$ cat config.mk
export PLATFORM = sky130hd
export DESIGN_NAME = lac_fsm
export DESIGN_NICKNAME = d
export VERILOG_FILES = /design/src/rtl/lac_pkg.sv /design/src/rtl/lac_fsm.sv
export SDC_FILE = /design/constraint.sdc
export NUM_CORES = 1
export LEC_CHECK = 0
export BUFFER_PORTS_ARGS = -buffer_cell sky130_fd_sc_hd__buf_2
export CAP_MARGIN = 40
export CORE_MARGIN = 3
export CORE_UTILIZATION = 38
export CTS_BUF_LIST = sky130_fd_sc_hd__clkbuf_16
export DETAILED_ROUTE_END_ITERATION = 7
export HOLD_SLACK_MARGIN = 0.02
export PLACE_DENSITY_LB_ADDON = 0.2
export SLEW_MARGIN = 20
export SYNTH_ARGS = -nofsm -noshare
export SYNTH_HDL_FRONTEND = slang
export SYNTH_SLANG_ARGS = --single-unit
$ cat constraint.sdc
create_clock -name core_clk_in -period 7.35 [get_ports core_clk_in]
set_input_delay 1.1025 -clock core_clk_in [delete_from_list [all_inputs] [get_ports core_clk_in]]
set_output_delay 1.1025 -clock core_clk_in [all_outputs]
set_load 0.005 [all_outputs]
$ cat src/rtl/lac_pkg.sv
// Constants and types for the layer 1 activation machine of one line interface.
// Assumes all users import the whole package.
package lac_pkg;

   // -------------------------------------------------------------------------
   // State codes, one-hot; the index is the readable state number
   // -------------------------------------------------------------------------
   localparam int unsigned STATE_W   = 9;
   localparam int unsigned STNUM_W   = 4;
   localparam logic [3:0]  ST_MAX_TE = 4'h8;
   localparam logic [3:0]  ST_MAX_NT = 4'h4;

   typedef enum logic [STATE_W-1:0] {
      LAC_S0 = 9'h001,
      LAC_S1 = 9'h002,
      LAC_S2 = 9'h004,
      LAC_S3 = 9'h008,
      LAC_S4 = 9'h010,
      LAC_S5 = 9'h020,
      LAC_S6 = 9'h040,
      LAC_S7 = 9'h080,
      LAC_S8 = 9'h100
   } lac_state_t;

   localparam lac_state_t ST_RESET = LAC_S0;

   // -------------------------------------------------------------------------
   // Line signal codes, received and sent
   // -------------------------------------------------------------------------
   localparam int unsigned INFO_W   = 3;
   localparam logic [2:0]  INFO_0   = 3'h0;
   localparam logic [2:0]  INFO_1   = 3'h1;
   localparam logic [2:0]  INFO_2   = 3'h2;
   localparam logic [2:0]  INFO_3   = 3'h3;
   localparam logic [2:0]  INFO_4   = 3'h4;
   localparam logic [2:0]  INFO_ANY = 3'h5;

   // -------------------------------------------------------------------------
   // Activation command field
   // -------------------------------------------------------------------------
   localparam logic [1:0]  CMD_DEACT = 2'h2;
   localparam logic [1:0]  CMD_ACT   = 2'h3;

   // -------------------------------------------------------------------------
   // Mode select and timing
   // -------------------------------------------------------------------------
   localparam logic        MODE_TE       = 1'b0;
   localparam logic        MODE_NT       = 1'b1;
   localparam int unsigned FRAME_US      = 125;
   localparam int unsigned T2_FRAMES     = 256;
   localparam int unsigned T2_MS         = (T2_FRAMES * FRAME_US) / 1000;
   localparam int unsigned T2_CNT_W      = 8;
   localparam logic [7:0]  T2_LAST       = 8'(T2_FRAMES - 1);
   localparam logic [7:0]  T2_CNT_RESET  = 8'h00;

endpackage

$ cat src/rtl/lac_fsm.sv
// Layer 1 activation/deactivation machine for one basic-rate line interface.
// Assumes a one-cycle frame strobe per line frame and receive classification
// (signal code, bit/frame sync) from the receive path, all synchronous.
//
// Operation
// Reset holds state 0, sends nothing, ignores line until load bit written zero.
// NT pending to active on INFO3 needs one-shot allow or auto enable.
// Software releases the machine only after line interface initialization finishes.
// Software rechecks state 1 ms after F7 to F6 with INFO0 flag.
// TE goes F7 to F3 on INFO0, possibly via brief F6.
// NT sends INFO0/2/4 per state; activate or INFO1 leads to G2.
// NT deactivate enters G4 with 256-frame timer; expiry returns to G1.
// Software runs NT supervision timer and requests deactivation on expiry.
// NT G3 falls to G2 on INFO0 or lost framing; G4 INFO0 to G1.
// TE starts in F0, goes F2 on release, sends INFO1 in F4, INFO3 in F7.
// With sync, INFO2 enters F6 and INFO4 enters F7 from F2 to F8.
// TE lost sync in F6/F7 goes F8; INFO0 in F2/F6/F7/F8 goes F3.
// TE in F4 goes F5 on unclassified received signal.
// Software runs TE activation timer and forces F3 on expiry.
// Activate command in G2, G3, F6 or F7 leaves state unchanged.
// Software sets line clock delay before starting the machine.
// Every state change sets a read-clear summary flag; masked flag interrupts.
// Load bit overwrites state, state always readable, TE/NT selectable.
// Undefined transitions keep state; changes applied once per line frame.
`timescale 1ns/10ps

module lac_fsm
   import lac_pkg::*;
(
   input  wire logic                core_clk_in,
   input  wire logic                rst_in,
   input  wire logic                frame_tick_in,
   input  wire logic                te_nt_mode_select_in,
   input  wire logic                state_wr_in,
   input  wire logic                state_load_bit_in,
   input  wire logic [STNUM_W-1:0]  state_value_in,
   input  wire logic [1:0]          activation_command_in,
   input  wire logic                nt_pending_to_active_set_in,
   input  wire logic                nt_auto_activate_enable_in,
   input  wire logic [INFO_W-1:0]   rx_info_in,
   input  wire logic                rx_sync_in,
   input  wire logic                summary_rd_in,
   input  wire logic                state_change_mask_in,
   output logic [STNUM_W-1:0]       line_state_out,
   output logic [INFO_W-1:0]        tx_info_out,
   output logic                     info0_received_flag_out,
   output logic                     nt_pending_to_active_allow_out,
   output logic                     state_change_summary_out,
   output logic                     state_change_irq_out
);

   // -------------------------------------------------------------------------
   // Helpers
   // -------------------------------------------------------------------------
   function automatic lac_state_t num_to_state(input logic [STNUM_W-1:0] num);
      logic [STATE_W-1:0] oh;
      oh = '0;
      oh[num] = 1'b1;
      return lac_state_t'(oh);
   endfunction

   function automatic logic [STNUM_W-1:0] state_to_num(input lac_state_t st);
      logic [STNUM_W-1:0] num;
      num = '0;
      for (int i = 0; i < STATE_W; i++) begin
         if (st[i]) begin
            num = STNUM_W'(i);
         end
      end
      return num;
   endfunction

   // -------------------------------------------------------------------------
   // State
   // -------------------------------------------------------------------------
   lac_state_t            state;
   lac_state_t            next_state;
   logic                  held;
   logic                  next_held;
   logic [T2_CNT_W-1:0]   t2_cnt;
   logic [T2_CNT_W-1:0]   next_t2_cnt;
   logic                  allow;
   logic                  next_allow;
   logic                  pend_act;
   logic                  next_pend_act;
   logic                  pend_deact;
   logic                  next_pend_deact;
   logic                  info0_flag;
   logic                  next_info0_flag;
   logic [STNUM_W-1:0]    next_line_state;
   logic [INFO_W-1:0]     next_tx_info;
   logic                  summary;
   logic                  next_summary;
   logic                  next_irq;

   logic                  rx0;
   logic                  sig2;
   logic                  sig4;
   logic                  t2_done;
   logic                  nt_mode;
   logic [STNUM_W-1:0]    max_state;

   assign rx0       = (rx_info_in == INFO_0);
   assign sig2      = rx_sync_in && (rx_info_in == INFO_2);
   assign sig4      = rx_sync_in && (rx_info_in == INFO_4);
   assign t2_done   = (t2_cnt == T2_LAST);
   assign nt_mode   = (te_nt_mode_select_in == MODE_NT);
   assign max_state = nt_mode ? ST_MAX_NT : ST_MAX_TE;

   // -------------------------------------------------------------------------
   // Next-state logic
   // -------------------------------------------------------------------------
   always_comb begin
      next_state      = state;
      next_held       = held;
      next_t2_cnt     = t2_cnt;
      next_allow      = allow;
      next_pend_act   = pend_act;
      next_pend_deact = pend_deact;
      next_info0_flag = info0_flag;

      // once per frame
      if (frame_tick_in && !held) begin
         next_pend_act   = 1'b0;
         next_pend_deact = 1'b0;
         next_info0_flag = rx0;
         if (nt_mode) begin
            unique case (state)
               // release to G1
               LAC_S0: next_state = LAC_S1;
               // G1 activation
               LAC_S1: begin
                  if (pend_act || rx_info_in == INFO_1) begin
                     next_state = LAC_S2;
                  end
               end
               LAC_S2: begin
                  if (pend_deact) begin
                     // deactivate to G4
                     next_state = LAC_S4;
                  end else if (rx_sync_in && rx_info_in == INFO_3 &&
                               (allow || nt_auto_activate_enable_in)) begin
                     // gated G2 to G3
                     next_state = LAC_S3;
                     next_allow = 1'b0;
                  end
               end
               LAC_S3: begin
                  if (pend_deact) begin
                     // deactivate to G4
                     next_state = LAC_S4;
                  end else if (rx0 || !rx_sync_in) begin
                     // fall back
                     next_state = LAC_S2;
                  end
               end
               LAC_S4: begin
                  if (pend_act) begin
                     // G4 activation
                     next_state = LAC_S2;
                  end else if (t2_done || rx0) begin
                     // timer expiry
                     // INFO0 in G4
                     next_state = LAC_S1;
                  end
               end
               // undefined keeps state
               default: next_state = state;
            endcase
         end else begin
            if (state == LAC_S0) begin
               // release to F2
               next_state = LAC_S2;
            end else if (pend_deact) begin
               next_state = LAC_S3;
            end else if (rx0 && (state == LAC_S2 || state == LAC_S6 ||
                                 state == LAC_S7 || state == LAC_S8)) begin
               // INFO0 to F3
               // F7 to F3
               next_state = LAC_S3;
            end else if (sig2 && state != LAC_S1 && state != LAC_S6) begin
               // INFO2 to F6
               next_state = LAC_S6;
            end else if (sig4 && state != LAC_S1 && state != LAC_S7) begin
               // INFO4 to F7
               next_state = LAC_S7;
            end else if (!rx_sync_in && (state == LAC_S6 || state == LAC_S7)) begin
               // lost sync to F8
               next_state = LAC_S8;
            end else if (state == LAC_S4 && rx_info_in == INFO_ANY) begin
               // F4 to F5
               next_state = LAC_S5;
            end else if (state == LAC_S3 && pend_act) begin
               next_state = rx0 ? LAC_S4 : LAC_S5;
            end
         end
         // deactivation timer
         if (next_state == LAC_S4 && state != LAC_S4) begin
            next_t2_cnt = T2_CNT_RESET;
         end else if (state == LAC_S4) begin
            next_t2_cnt = T2_CNT_W'(t2_cnt + 8'h01);
         end
      end

      // Register writes come last so a write beats the frame clear
      if (nt_pending_to_active_set_in && state_wr_in) begin
         next_allow = 1'b1;
      end
      if (state_wr_in) begin
         if (state_load_bit_in) begin
            // direct overwrite
            if (state_value_in <= max_state) begin
               next_state = num_to_state(state_value_in);
            end
            next_held       = 1'b1;
            next_pend_act   = 1'b0;
            next_pend_deact = 1'b0;
         end else begin
            // release on zero load bit
            next_held = 1'b0;
            // activate while active keeps state
            if (activation_command_in == CMD_ACT) begin
               next_pend_act = 1'b1;
            end
            if (activation_command_in == CMD_DEACT) begin
               next_pend_deact = 1'b1;
            end
         end
      end

      next_line_state = state_to_num(next_state);
      // held sends nothing
      // NT line signal
      // TE line signal
      next_tx_info = INFO_0;
      if (!next_held) begin
         if (nt_mode) begin
            if (next_state == LAC_S2) begin
               next_tx_info = INFO_2;
            end else if (next_state == LAC_S3) begin
               next_tx_info = INFO_4;
            end
         end else begin
            if (next_state == LAC_S4) begin
               next_tx_info = INFO_1;
            end else if (next_state == LAC_S7) begin
               next_tx_info = INFO_3;
            end
         end
      end

      // change flag, set beats read clear
      next_summary = (summary && !summary_rd_in) || (next_state != state);
      next_irq     = next_summary && state_change_mask_in;
   end

   // -------------------------------------------------------------------------
   // Registers
   // -------------------------------------------------------------------------
   always_ff @(posedge core_clk_in or posedge rst_in) begin
      if (rst_in) begin
         // reset holds state 0
         state                          <= ST_RESET;
         held                           <= 1'b1;
         t2_cnt                         <= T2_CNT_RESET;
         allow                          <= 1'b0;
         pend_act                       <= 1'b0;
         pend_deact                     <= 1'b0;
         info0_flag                     <= 1'b0;
         summary                        <= 1'b0;
         line_state_out                 <= 4'h0;
         tx_info_out                    <= INFO_0;
         info0_received_flag_out        <= 1'b0;
         nt_pending_to_active_allow_out <= 1'b0;
         state_change_summary_out       <= 1'b0;
         state_change_irq_out           <= 1'b0;
      end else begin
         state                          <= next_state;
         held                           <= next_held;
         t2_cnt                         <= next_t2_cnt;
         allow                          <= next_allow;
         pend_act                       <= next_pend_act;
         pend_deact                     <= next_pend_deact;
         info0_flag                     <= next_info0_flag;
         summary                        <= next_summary;
         line_state_out                 <= next_line_state;
         tx_info_out                    <= next_tx_info;
         info0_received_flag_out        <= next_info0_flag;
         nt_pending_to_active_allow_out <= next_allow;
         state_change_summary_out       <= next_summary;
         state_change_irq_out           <= next_irq;
      end
   end

endmodule

# Yosys cells after proc, flatten, opt, wreduce, memory -nomap -nowiden
# Index checks and enable logic that the tools add are counted.
[totals] wordCells=138 register_bits=31 out_inout_bits=11 input_bits=20
[op_classes] n_reduce_logical=38 muxes=58 n_lt_le_gt_ge=3 eq_ne=27 add_sub_neg=1
[ops] op="$mux W9" n=21
[ops] op="$pmux W9 S5" n=1
[ops] op="$mux W4" n=8
[ops] op="$eq A9 B5 Y1 const B" n=3
[ops] op="$eq A9 B3 Y1 const B" n=2
[ops] op="$eq A9 B4 Y1 const B" n=2
[ops] op="$eq A9 B8 Y1 const B" n=2
[ops] op="$logic_and A1 B1 Y1" n=18
[ops] op="$mux W1" n=18
[ops] op="$mux W8" n=2
[ops] op="$mux W3" n=4
[ops] op="$reduce_bool A2 Y1" n=5
[ops] op="$eq A9 B1 Y1 const B" n=1
[ops] op="$eq A9 B2 Y1 const B" n=1
[ops] op="$eq A9 B7 Y1 const B" n=1
[ops] op="$eq A9 B9 Y1 const B" n=1
[ops] op="$logic_or A1 B1 Y1" n=9
[ops] op="$ne A9 B2 Y1 const B" n=1
[ops] op="$ne A9 B5 Y1 const B" n=1
[ops] op="$ne A9 B7 Y1 const B" n=1
[ops] op="$ne A9 B8 Y1 const B" n=1
[ops] op="$ne A9 B9 Y1" n=1
[ops] op="$add A8 B1 Y8 const B" n=1
[ops] op="$eq A8 B8 Y1 const B" n=1
[ops] op="other kinds (15)" n=21

# Longest topological paths before layout
# Gate-level depths: netlist of run 1.
[logic_depth] word_depth=24 ltp_mapped=13

# Worst setup path after synthesis of run 1
# Ideal clock, no wire load.
[synth_path] path_kind="input-to-reg" startpoint="in rx_info_in[1]" endpoint="reg tx_info_out[0]" arrival_time_ps=3479 path_slack_ps=3804 path_buffers=3 cell_stages=11 cell_sequence="buf_2 or3_1 clkbuf_1 or4_4 and3_4 buf_6 o211ai_2 o211ai_2 or3_4 nor4_4 and3_1"
[synth_between] elab_chain_cells=21
[synth_lines] item="start: declaration" line_no="lac_fsm.sv:40" text="input wire logic [INFO_W-1:0] rx_info_in,"
[synth_lines] item="$logic_not A3 Y1" line_no="lac_fsm.sv:103" text="assign rx0 = (rx_info_in == INFO_0);"
[synth_lines] item="$mux W6" line_no="lac_fsm.sv:194" text="next_state = rx0 ? LAC_S4 : LAC_S5;"
[synth_lines] item="$mux W9" line_no="lac_fsm.sv:193" text="end else if (state == LAC_S3 && pend_act) begin"
[synth_lines] item="$mux W9" line_no="lac_fsm.sv:190" text="end else if (state == LAC_S4 && rx_info_in == INFO_ANY) begin"
[synth_lines] item="$mux W9" line_no="lac_fsm.sv:187" text="end else if (!rx_sync_in && (state == LAC_S6 || state == LAC_S7)) begin"
[synth_lines] item="$mux W9" line_no="lac_fsm.sv:184" text="end else if (sig4 && state != LAC_S1 && state != LAC_S7) begin"
[synth_lines] item="$mux W9" line_no="lac_fsm.sv:181" text="end else if (sig2 && state != LAC_S1 && state != LAC_S6) begin"
[synth_lines] item="$mux W9" line_no="lac_fsm.sv:176" text="end else if (rx0 && (state == LAC_S2 || state == LAC_S6 ||"
[synth_lines] item="(+6 left out)"
[synth_lines] item="$mux W9" line_no="lac_fsm.sv:210" text="if (state_load_bit_in) begin"
[synth_lines] item="$mux W9 *" line_no="lac_fsm.sv:209" text="if (state_wr_in) begin"
[synth_lines] item="$eq A9 B8 Y1" line_no="lac_fsm.sv:246" text="end else if (next_state == LAC_S7) begin"
[synth_lines] item="$mux W2" line_no="lac_fsm.sv:246"
[synth_lines] item="$mux W2" line_no="lac_fsm.sv:244" text="if (next_state == LAC_S4) begin"
[synth_lines] item="$mux W3 *" line_no="lac_fsm.sv:237" text="if (nt_mode) begin"
[synth_lines] item="$mux W3 *" line_no="lac_fsm.sv:236" text="if (!next_held) begin"
[synth_lines] item="via next_tx_info[0]" line_no="lac_fsm.sv:91" text="logic [INFO_W-1:0] next_tx_info;"
[synth_lines] item="end signal: assignment" line_no="lac_fsm.sv:287" text="tx_info_out <= next_tx_info;"
[synth_lines] item="end: declaration" line_no="lac_fsm.sv:45" text="output logic [INFO_W-1:0] tx_info_out,"
# The timed path passes the listed nets; every way through them passes the cells marked *. The select of a mux whose other input is x is not followed.
# A chain may end at the register's enable or synchronous reset.

# Worst setup path in the final report of run 1
[layout_path] startpoint="in te_nt_mode_select_in" endpoint="reg line_state_out[0]"
[layout_between] elab_chain_cells=14
[layout_lines] item="start: declaration" line_no="lac_fsm.sv:33" text="input wire logic te_nt_mode_select_in,"
[layout_lines] item="parallel branches: the longest is 5 deep, another holds $le A4 B4 Y1"
[layout_lines] item="$mux W9 *" line_no="lac_fsm.sv:209"
[layout_lines] item="$mux W1" line_no="lac_fsm.sv:66" text="if (st[i]) begin"
[layout_lines] item="$mux W4 (6 in a row)" line_no="lac_fsm.sv:66"
[layout_lines] item="$mux W4 *" line_no="lac_fsm.sv:66"
[layout_lines] item="via next_line_state[0]" line_no="lac_fsm.sv:90" text="logic [STNUM_W-1:0] next_line_state;"
[layout_lines] item="end signal: assignment" line_no="lac_fsm.sv:286" text="line_state_out <= next_line_state;"
[layout_lines] item="end: declaration" line_no="lac_fsm.sv:44" text="output logic [STNUM_W-1:0] line_state_out,"
# Mark *: on every way through the listed nets, which the timed path passes. The select of a mux whose other input is x is not followed.

==> impl_metrics.tcl, run 1 <==
set metrics [dict create \
    hold_ws_ns 0.468 \
    grt_pass1_vias 3037 \
    drive_above_1_share_pct 13.3 \
    yosys_most_used_dff "dfrtp_1" \
    fmax_ghz 0.259 \
    dr.pass1.iters 5 \
    synth-edff-count 0 \
    synth_top_family_by_area "simple AND/OR/NAND/NOR gates" \
    ys_ff_latch 30 \
    n_antenna_cell 0 \
    die_y_um 94.9 \
    nets 421 \
    cts.repair.resized 0 \
    cp.required_ns 7.50 \
    path_common_cell "nor2_1" \
    dieArea_um2 9000 \
    min_path_type "reg2reg" \
    grt_remaining_overflow 0 \
    slowest_stage "and3_1" \
    r2r-start "line_state_out[3]" \
    yosysMostFrequentCell "nand2_1" \
    synth_compound_area_share_pct 28.6 \
    min_from "info0_flag" \
    ys.warnings.count 0 \
    critPathLaunch "te_nt_mode_select_in" \
    cts_hold_buf 0 \
    preCtsSetupSlack_ns 3.31 \
    antenna_found_initial 0 \
    synth_async_sr_flop_share_pct 100 \
    finalCritPeriodShare_pct 52.5 \
    final_util_pct 44.3 \
    layout_setup_ws_ns 3.49 \
    min_period_ns 3.86 \
    drt-total-wl_um 9740 \
    cts.sinks 30 \
    rows 31 \
    drtAntennaViolNets 0 \
    tritoncts "yes" \
    grtUsageTotal_pct 22.2 \
    hold_viol_final 0 \
    path_class "in2reg" \
    yosysUniqueCellTypes 72 \
    endpoint_kind "flip-flop" \
    synth-simple-area-share_pct 35.3 \
    post-dp-hpwl_um 7120 \
    slew_headroom_pct 41.0 \
    ir_drop_v 0.000150 \
    startpoint_type "primary input" \
    synth_top_area_share_pct 23.4 \
    path_buf_inv 1 \
    synth_xor_xnor_area_share_pct 1.75 \
    placed_area_um2 3140 \
    core-area_um2 7450 \
    syn_nets 414 \
    worst_pin_slew_ns 0.885 \
    via_per_inst 6.62 \
    max-cap-violations 0 \
    cp_cell_sequence "buf_2 > ha_1 > nor2b_1 > o32ai_1 > and3_1 > nor2_1 > a211oi_2 > nand2b_1 > a211oi_1 > nor2_1" \
    cts_buffers 5 \
    post_cts_buffers 0 \
    skew_ns 0.00387 \
    portBuffers 30 \
    crit_arrival_ns 4.01 \
    synth_commonest_cells "nand2_1, dfrtp_1, clkbuf_1, nor3_1, nor2_1" \
    synth_cells 391 \
    ys_top_cells_by_area "dfrtp_1, nor3_1, nand2_1, o21ai_0, a21oi_1" \
    cts_buffer_depth 2 \
    stdcell_count 497 \
    syn_to_final_growth_pct 10.0 \
    yosysTopAreaCell "dfrtp_1" \
    wl_per_cell_um 19.6 \
    ioPinCount 31 \
    clk_latency_ns 0.27 \
    rsz0062_at_grt "false" \
    via_count 3290 \
    drv_slew 0 \
    max_stage_delay_ns 0.59 \
    h-tree-depth 2 \
    setup_tns_ns 0 \
    status "complete, no violations" \
    crit_family "simple AND/OR/NAND/NOR gates" \
    dieWidth_um 94.9 \
    final_area_um2 3300 \
    worstPathMaxFanout 24 \
    grt_max_degree 31 \
    finalSetupViolCount 0 \
    grt_pass1_wl_um 15600 \
    place_inst 490 \
    synth_fa_ha_area_share_pct 1.25 \
    powerDensity_nw_per_um2 273 \
    synthMuxAreaShare_pct 1.04 \
    start_util_pct 40.3 \
    avgSynthCellArea_um2 7.67 \
    clockRootBuffer "clkbuf_16" \
    drtIter0Drc 453 \
    power_mw 0.901 \
    total_leakage_power_nw 1.29 \
    gp_congestion 0.975 \
    seq_area_frac_synth_pct 25.1 \
    syn-cell-area_um2 3000 \
    drc_errors 0 \
    path_clk_slew_ns 0.05 \
]
-- tightest hold or removal path: stages (launching register included) --
cell and delay (ns):
dfrtp_1 0.33, nand2_1 0.04, o21ai_0 0.06
-- layout by cell type (no fill, tap or decap), types with 7 or more instances in the layout --
cell type  instances
a21oi_1           19
o21ai_0           20
buf_2             30
nand2b_1          11
dfrtp_1           28
nand2_1           29
o31ai_1            8
or3_1             14
nor4_1             7
a31oi_1            8
inv_1             18
nor2_1            23
nand3_1           15
nor3_1            24
nor2b_1           10
-- report_power, final --
group	leakage, nW	switching, mW	internal [mW]
clock network	0.0773	0.0655	0.156
registers	0.368	0.0856	0.212
logic	0.844	0.229	0.153
total	1.29	0.381	0.521
-- metal layers --
layer  vias to the layer above  part of all wire, %  GRT usage (%)
li1                       1524                    -              -
met1                      1552                   45           31.5
met2                       178                   43           33.6
met3                        36                  9.0           4.62
met4                         0                  2.5           6.61
met5                         -                    0              0
-- sequential cells by signal, indices dropped and copies added, names as in the netlist --
register and count:
allow 1, state_change_irq_out 1, state 8, tx_info_out 3
held 1, pend_act 1, info0_flag 1, line_state_out 4
t2_cnt 8, pend_deact 1, summary 1
-- final cells by class --
class                      instances  area, µm²
inverter                          18       67.6
tap                               99        124
multi-input combinational        312       2040
clock inverter                     2       33.8
sequential                        30        753
fill                             776       4150
timing repair buffer              31        158
clock buffer                       5        125
-- path summary, 6_finish.rpt --
check	end	slack [ns]	cells after the start
setup / recovery	line_state_out[0]	3.49	10
hold / removal	info0_flag	0.47	2
setup reg to reg	tx_info_out[2]	3.75	8
hold reg to reg	info0_flag	0.47	2
max in group asynchronous	state[0]	6.13	3
min in group asynchronous	tx_info_out[1]	0.90	3
-- kinds of logic after synthesis --
logic type / Yosys count
flip-flops: 30
AO/OA/AOI/OAI: 119
XOR/XNOR: 6
AND/OR/NAND/NOR: 181
multiplexers: 3
adder cells (fa/ha/maj): 3
buffers and inverters: 49
Power figures use the tool's default switching activity.
==> run 2: changes to the inputs <==
==> constraint.sdc (replaced) <==
create_clock -name core_clk_in -period 3.6 [get_ports core_clk_in]
set_input_delay 0.54 -clock core_clk_in [delete_from_list [all_inputs] [get_ports core_clk_in]]
set_output_delay 0.54 -clock core_clk_in [all_outputs]
set_load 0.005 [all_outputs]
==> impl_metrics.tcl, run 2 (synthesis gave the netlist of run 1 again) <==
set metrics [dict create \
    cts.sinks 30 \
    antenna_found_initial 0 \
    power.net_switching_mw 0.810 \
    via_per_inst 6.45 \
    die_y_um 94.9 \
    final_common_cell "buf_2" \
    crit_arrival_ns 3.36 \
    wl_per_cell_um 19.6 \
    dieArea_um2 9000 \
    reg_top3 "state x8, t2_cnt x8, line_state_out x4" \
    gp_congestion 0.982 \
    max_stage_delay_ns 0.60 \
    crit_family "simple AND/OR/NAND/NOR gates" \
    drtAntennaViolNets 0 \
    min_path_type "in2async" \
    finalSetupViolCount 0 \
    total_leakage_power_nw 1.40 \
    drtIter0Drc 335 \
    n_antenna_cell 0 \
    slowest_stage "or4b_1" \
    h-tree-depth 2 \
    start_util_pct 40.3 \
    cts_buffers 5 \
    dr.pass1.iters 6 \
    post_cts_buffers 0 \
    portBuffers 30 \
    rrSetupSlack_ns 0.38 \
    drv_slew 0 \
    clockRootBuffer "clkbuf_16" \
    post-dp-hpwl_um 7700 \
    clk_latency_ns 0.27 \
    grt_pass1_vias 3023 \
    drc_errors 0 \
    slew_headroom_pct 47.3 \
    combinationalPowerShare_pct 45.4 \
    startpoint_type "flip-flop" \
    setup_tns_ns 0 \
    reg2regPathDepth 8 \
    cp_cell_sequence "or3_1 > nor4b_2 > o22ai_1 > or4b_1 > a22oi_1 > nand4_1 > o21ai_2 > o221ai_1" \
    cts.repair.resized 0 \
    ir_drop_v 0.000355 \
    core-area_um2 7450 \
    endpoint "t2_cnt[6]" \
    ioPinCount 31 \
    r2r-end "t2_cnt[6]" \
    powerDensity_nw_per_um2 576 \
    worstPathMaxFanout 11 \
    worst-path-stages 8 \
    grt_pass1_wl_um 16100 \
    cp.required_ns 3.74 \
    p_int_mw 1.19 \
    tritoncts "yes" \
    path_buf_inv 0 \
    drt-total-wl_um 10100 \
    grt_remaining_overflow 0 \
    final_util_pct 46.6 \
    path_clk_slew_ns 0.05 \
    drive_above_1_share_pct 17.5 \
    hold_viol_final 0 \
    status "complete, no violations" \
    layout_common_cells "buf_2, nand2_1, dfrtp_1" \
    seq_power_share_pct 27.8 \
    cts_hold_buf 0 \
    rsz0062_at_grt "false" \
    min_period_ns 3.22 \
    r2r-start "state[6]" \
    dieWidth_um 94.9 \
    rows 31 \
    critPathLaunch "state[6]" \
    finalCritPeriodShare_pct 89.5 \
    grtUsageTotal_pct 23.1 \
    via_count 3337 \
    path_class "reg2reg" \
    sw_frac_of_total_pct 40.5 \
    skew_ns 0.00353 \
    nets 440 \
    worst_pin_slew_ns 0.783 \
    grt_max_degree 23 \
    endpoint_kind "flip-flop" \
    fmax_ghz 0.310 \
    syn_to_final_growth_pct 15.8 \
    cts_buffer_depth 2 \
    clkPwrFrac_pct 26.8 \
    max-cap-violations 0 \
]
[run 2: changes by cell type in the layout (fill, tap and decap cells not counted)]
cell	change
buf_4	+19
bufinv_16	+1
[run 2: power by group through the flow]
stage / registers (mW) / clock network [mW] / logic [mW]
floorplan: 0.503 / 0 / 0.652
global placement: 0.560 / 0 / 0.888
detailed placement: 0.560 / 0 / 0.884
CTS: 0.555 / 0.546 / 0.893
global route: 0.572 / 0.559 / 1.00
finish: 0.556 / 0.537 / 0.908
[run 2: worst register-to-register path, stage by stage, from the launching register on]
cell and delay (ns):
dfrtp_1 0.53, or3_1 0.53, nor4b_2 0.33, o22ai_1 0.20
or4b_1 0.60, a22oi_1 0.20, nand4_1 0.18, o21ai_2 0.35
o221ai_1 0.16
[run 2: layout make-up]
| cell class | instances | area, µm² |
|---|---|---|
| clock buffer | 5 | 125 |
| clock inverter | 3 | 63.8 |
| fill | 755 | 3970 |
| sequential | 30 | 753 |
| inverter | 18 | 67.6 |
| multi-input combinational | 312 | 2040 |
| timing repair buffer | 50 | 300 |
| tap | 99 | 124 |
[run 2: worst min-delay path by stage]
stage / from / endpoint / slack [ns] / cells after the start
floorplan: info0_flag / info0_flag / 0.47 / 2
global placement: info0_flag / info0_flag / 0.47 / 2
detailed placement: info0_flag / info0_flag / 0.48 / 2
CTS: rst_in / state[1] / 0.30 / 2
global route: rst_in / tx_info_out[0] / 0.32 / 2
finish: rst_in / state[1] / 0.29 / 2
[run 2: routing by layer]
layer | global-route usage, % | part of all wire (%) | wire, µm
met1 | 33.6 | 44 | 4490
met2 | 34.8 | 43 | 4320
met3 | 3.67 | 9.6 | 971
met4 | 7.45 | 3.2 | 326
met5 | 0 | 0 | 0
[run 2: metrics by stage]
stage	area [µm²]	worst slack, ns	hold slack (ns)	cells	total power [mW]
detailed placement	3280	0.186	0.476	509	1.44
global route	3470	0.157	0.322	517	2.13
finish	3470	0.379	0.287	517	2.00
floorplan	3000	0.616	0.473	391	1.15
global placement	3280	0.207	0.469	509	1.45
CTS	3470	0.408	0.301	517	1.99
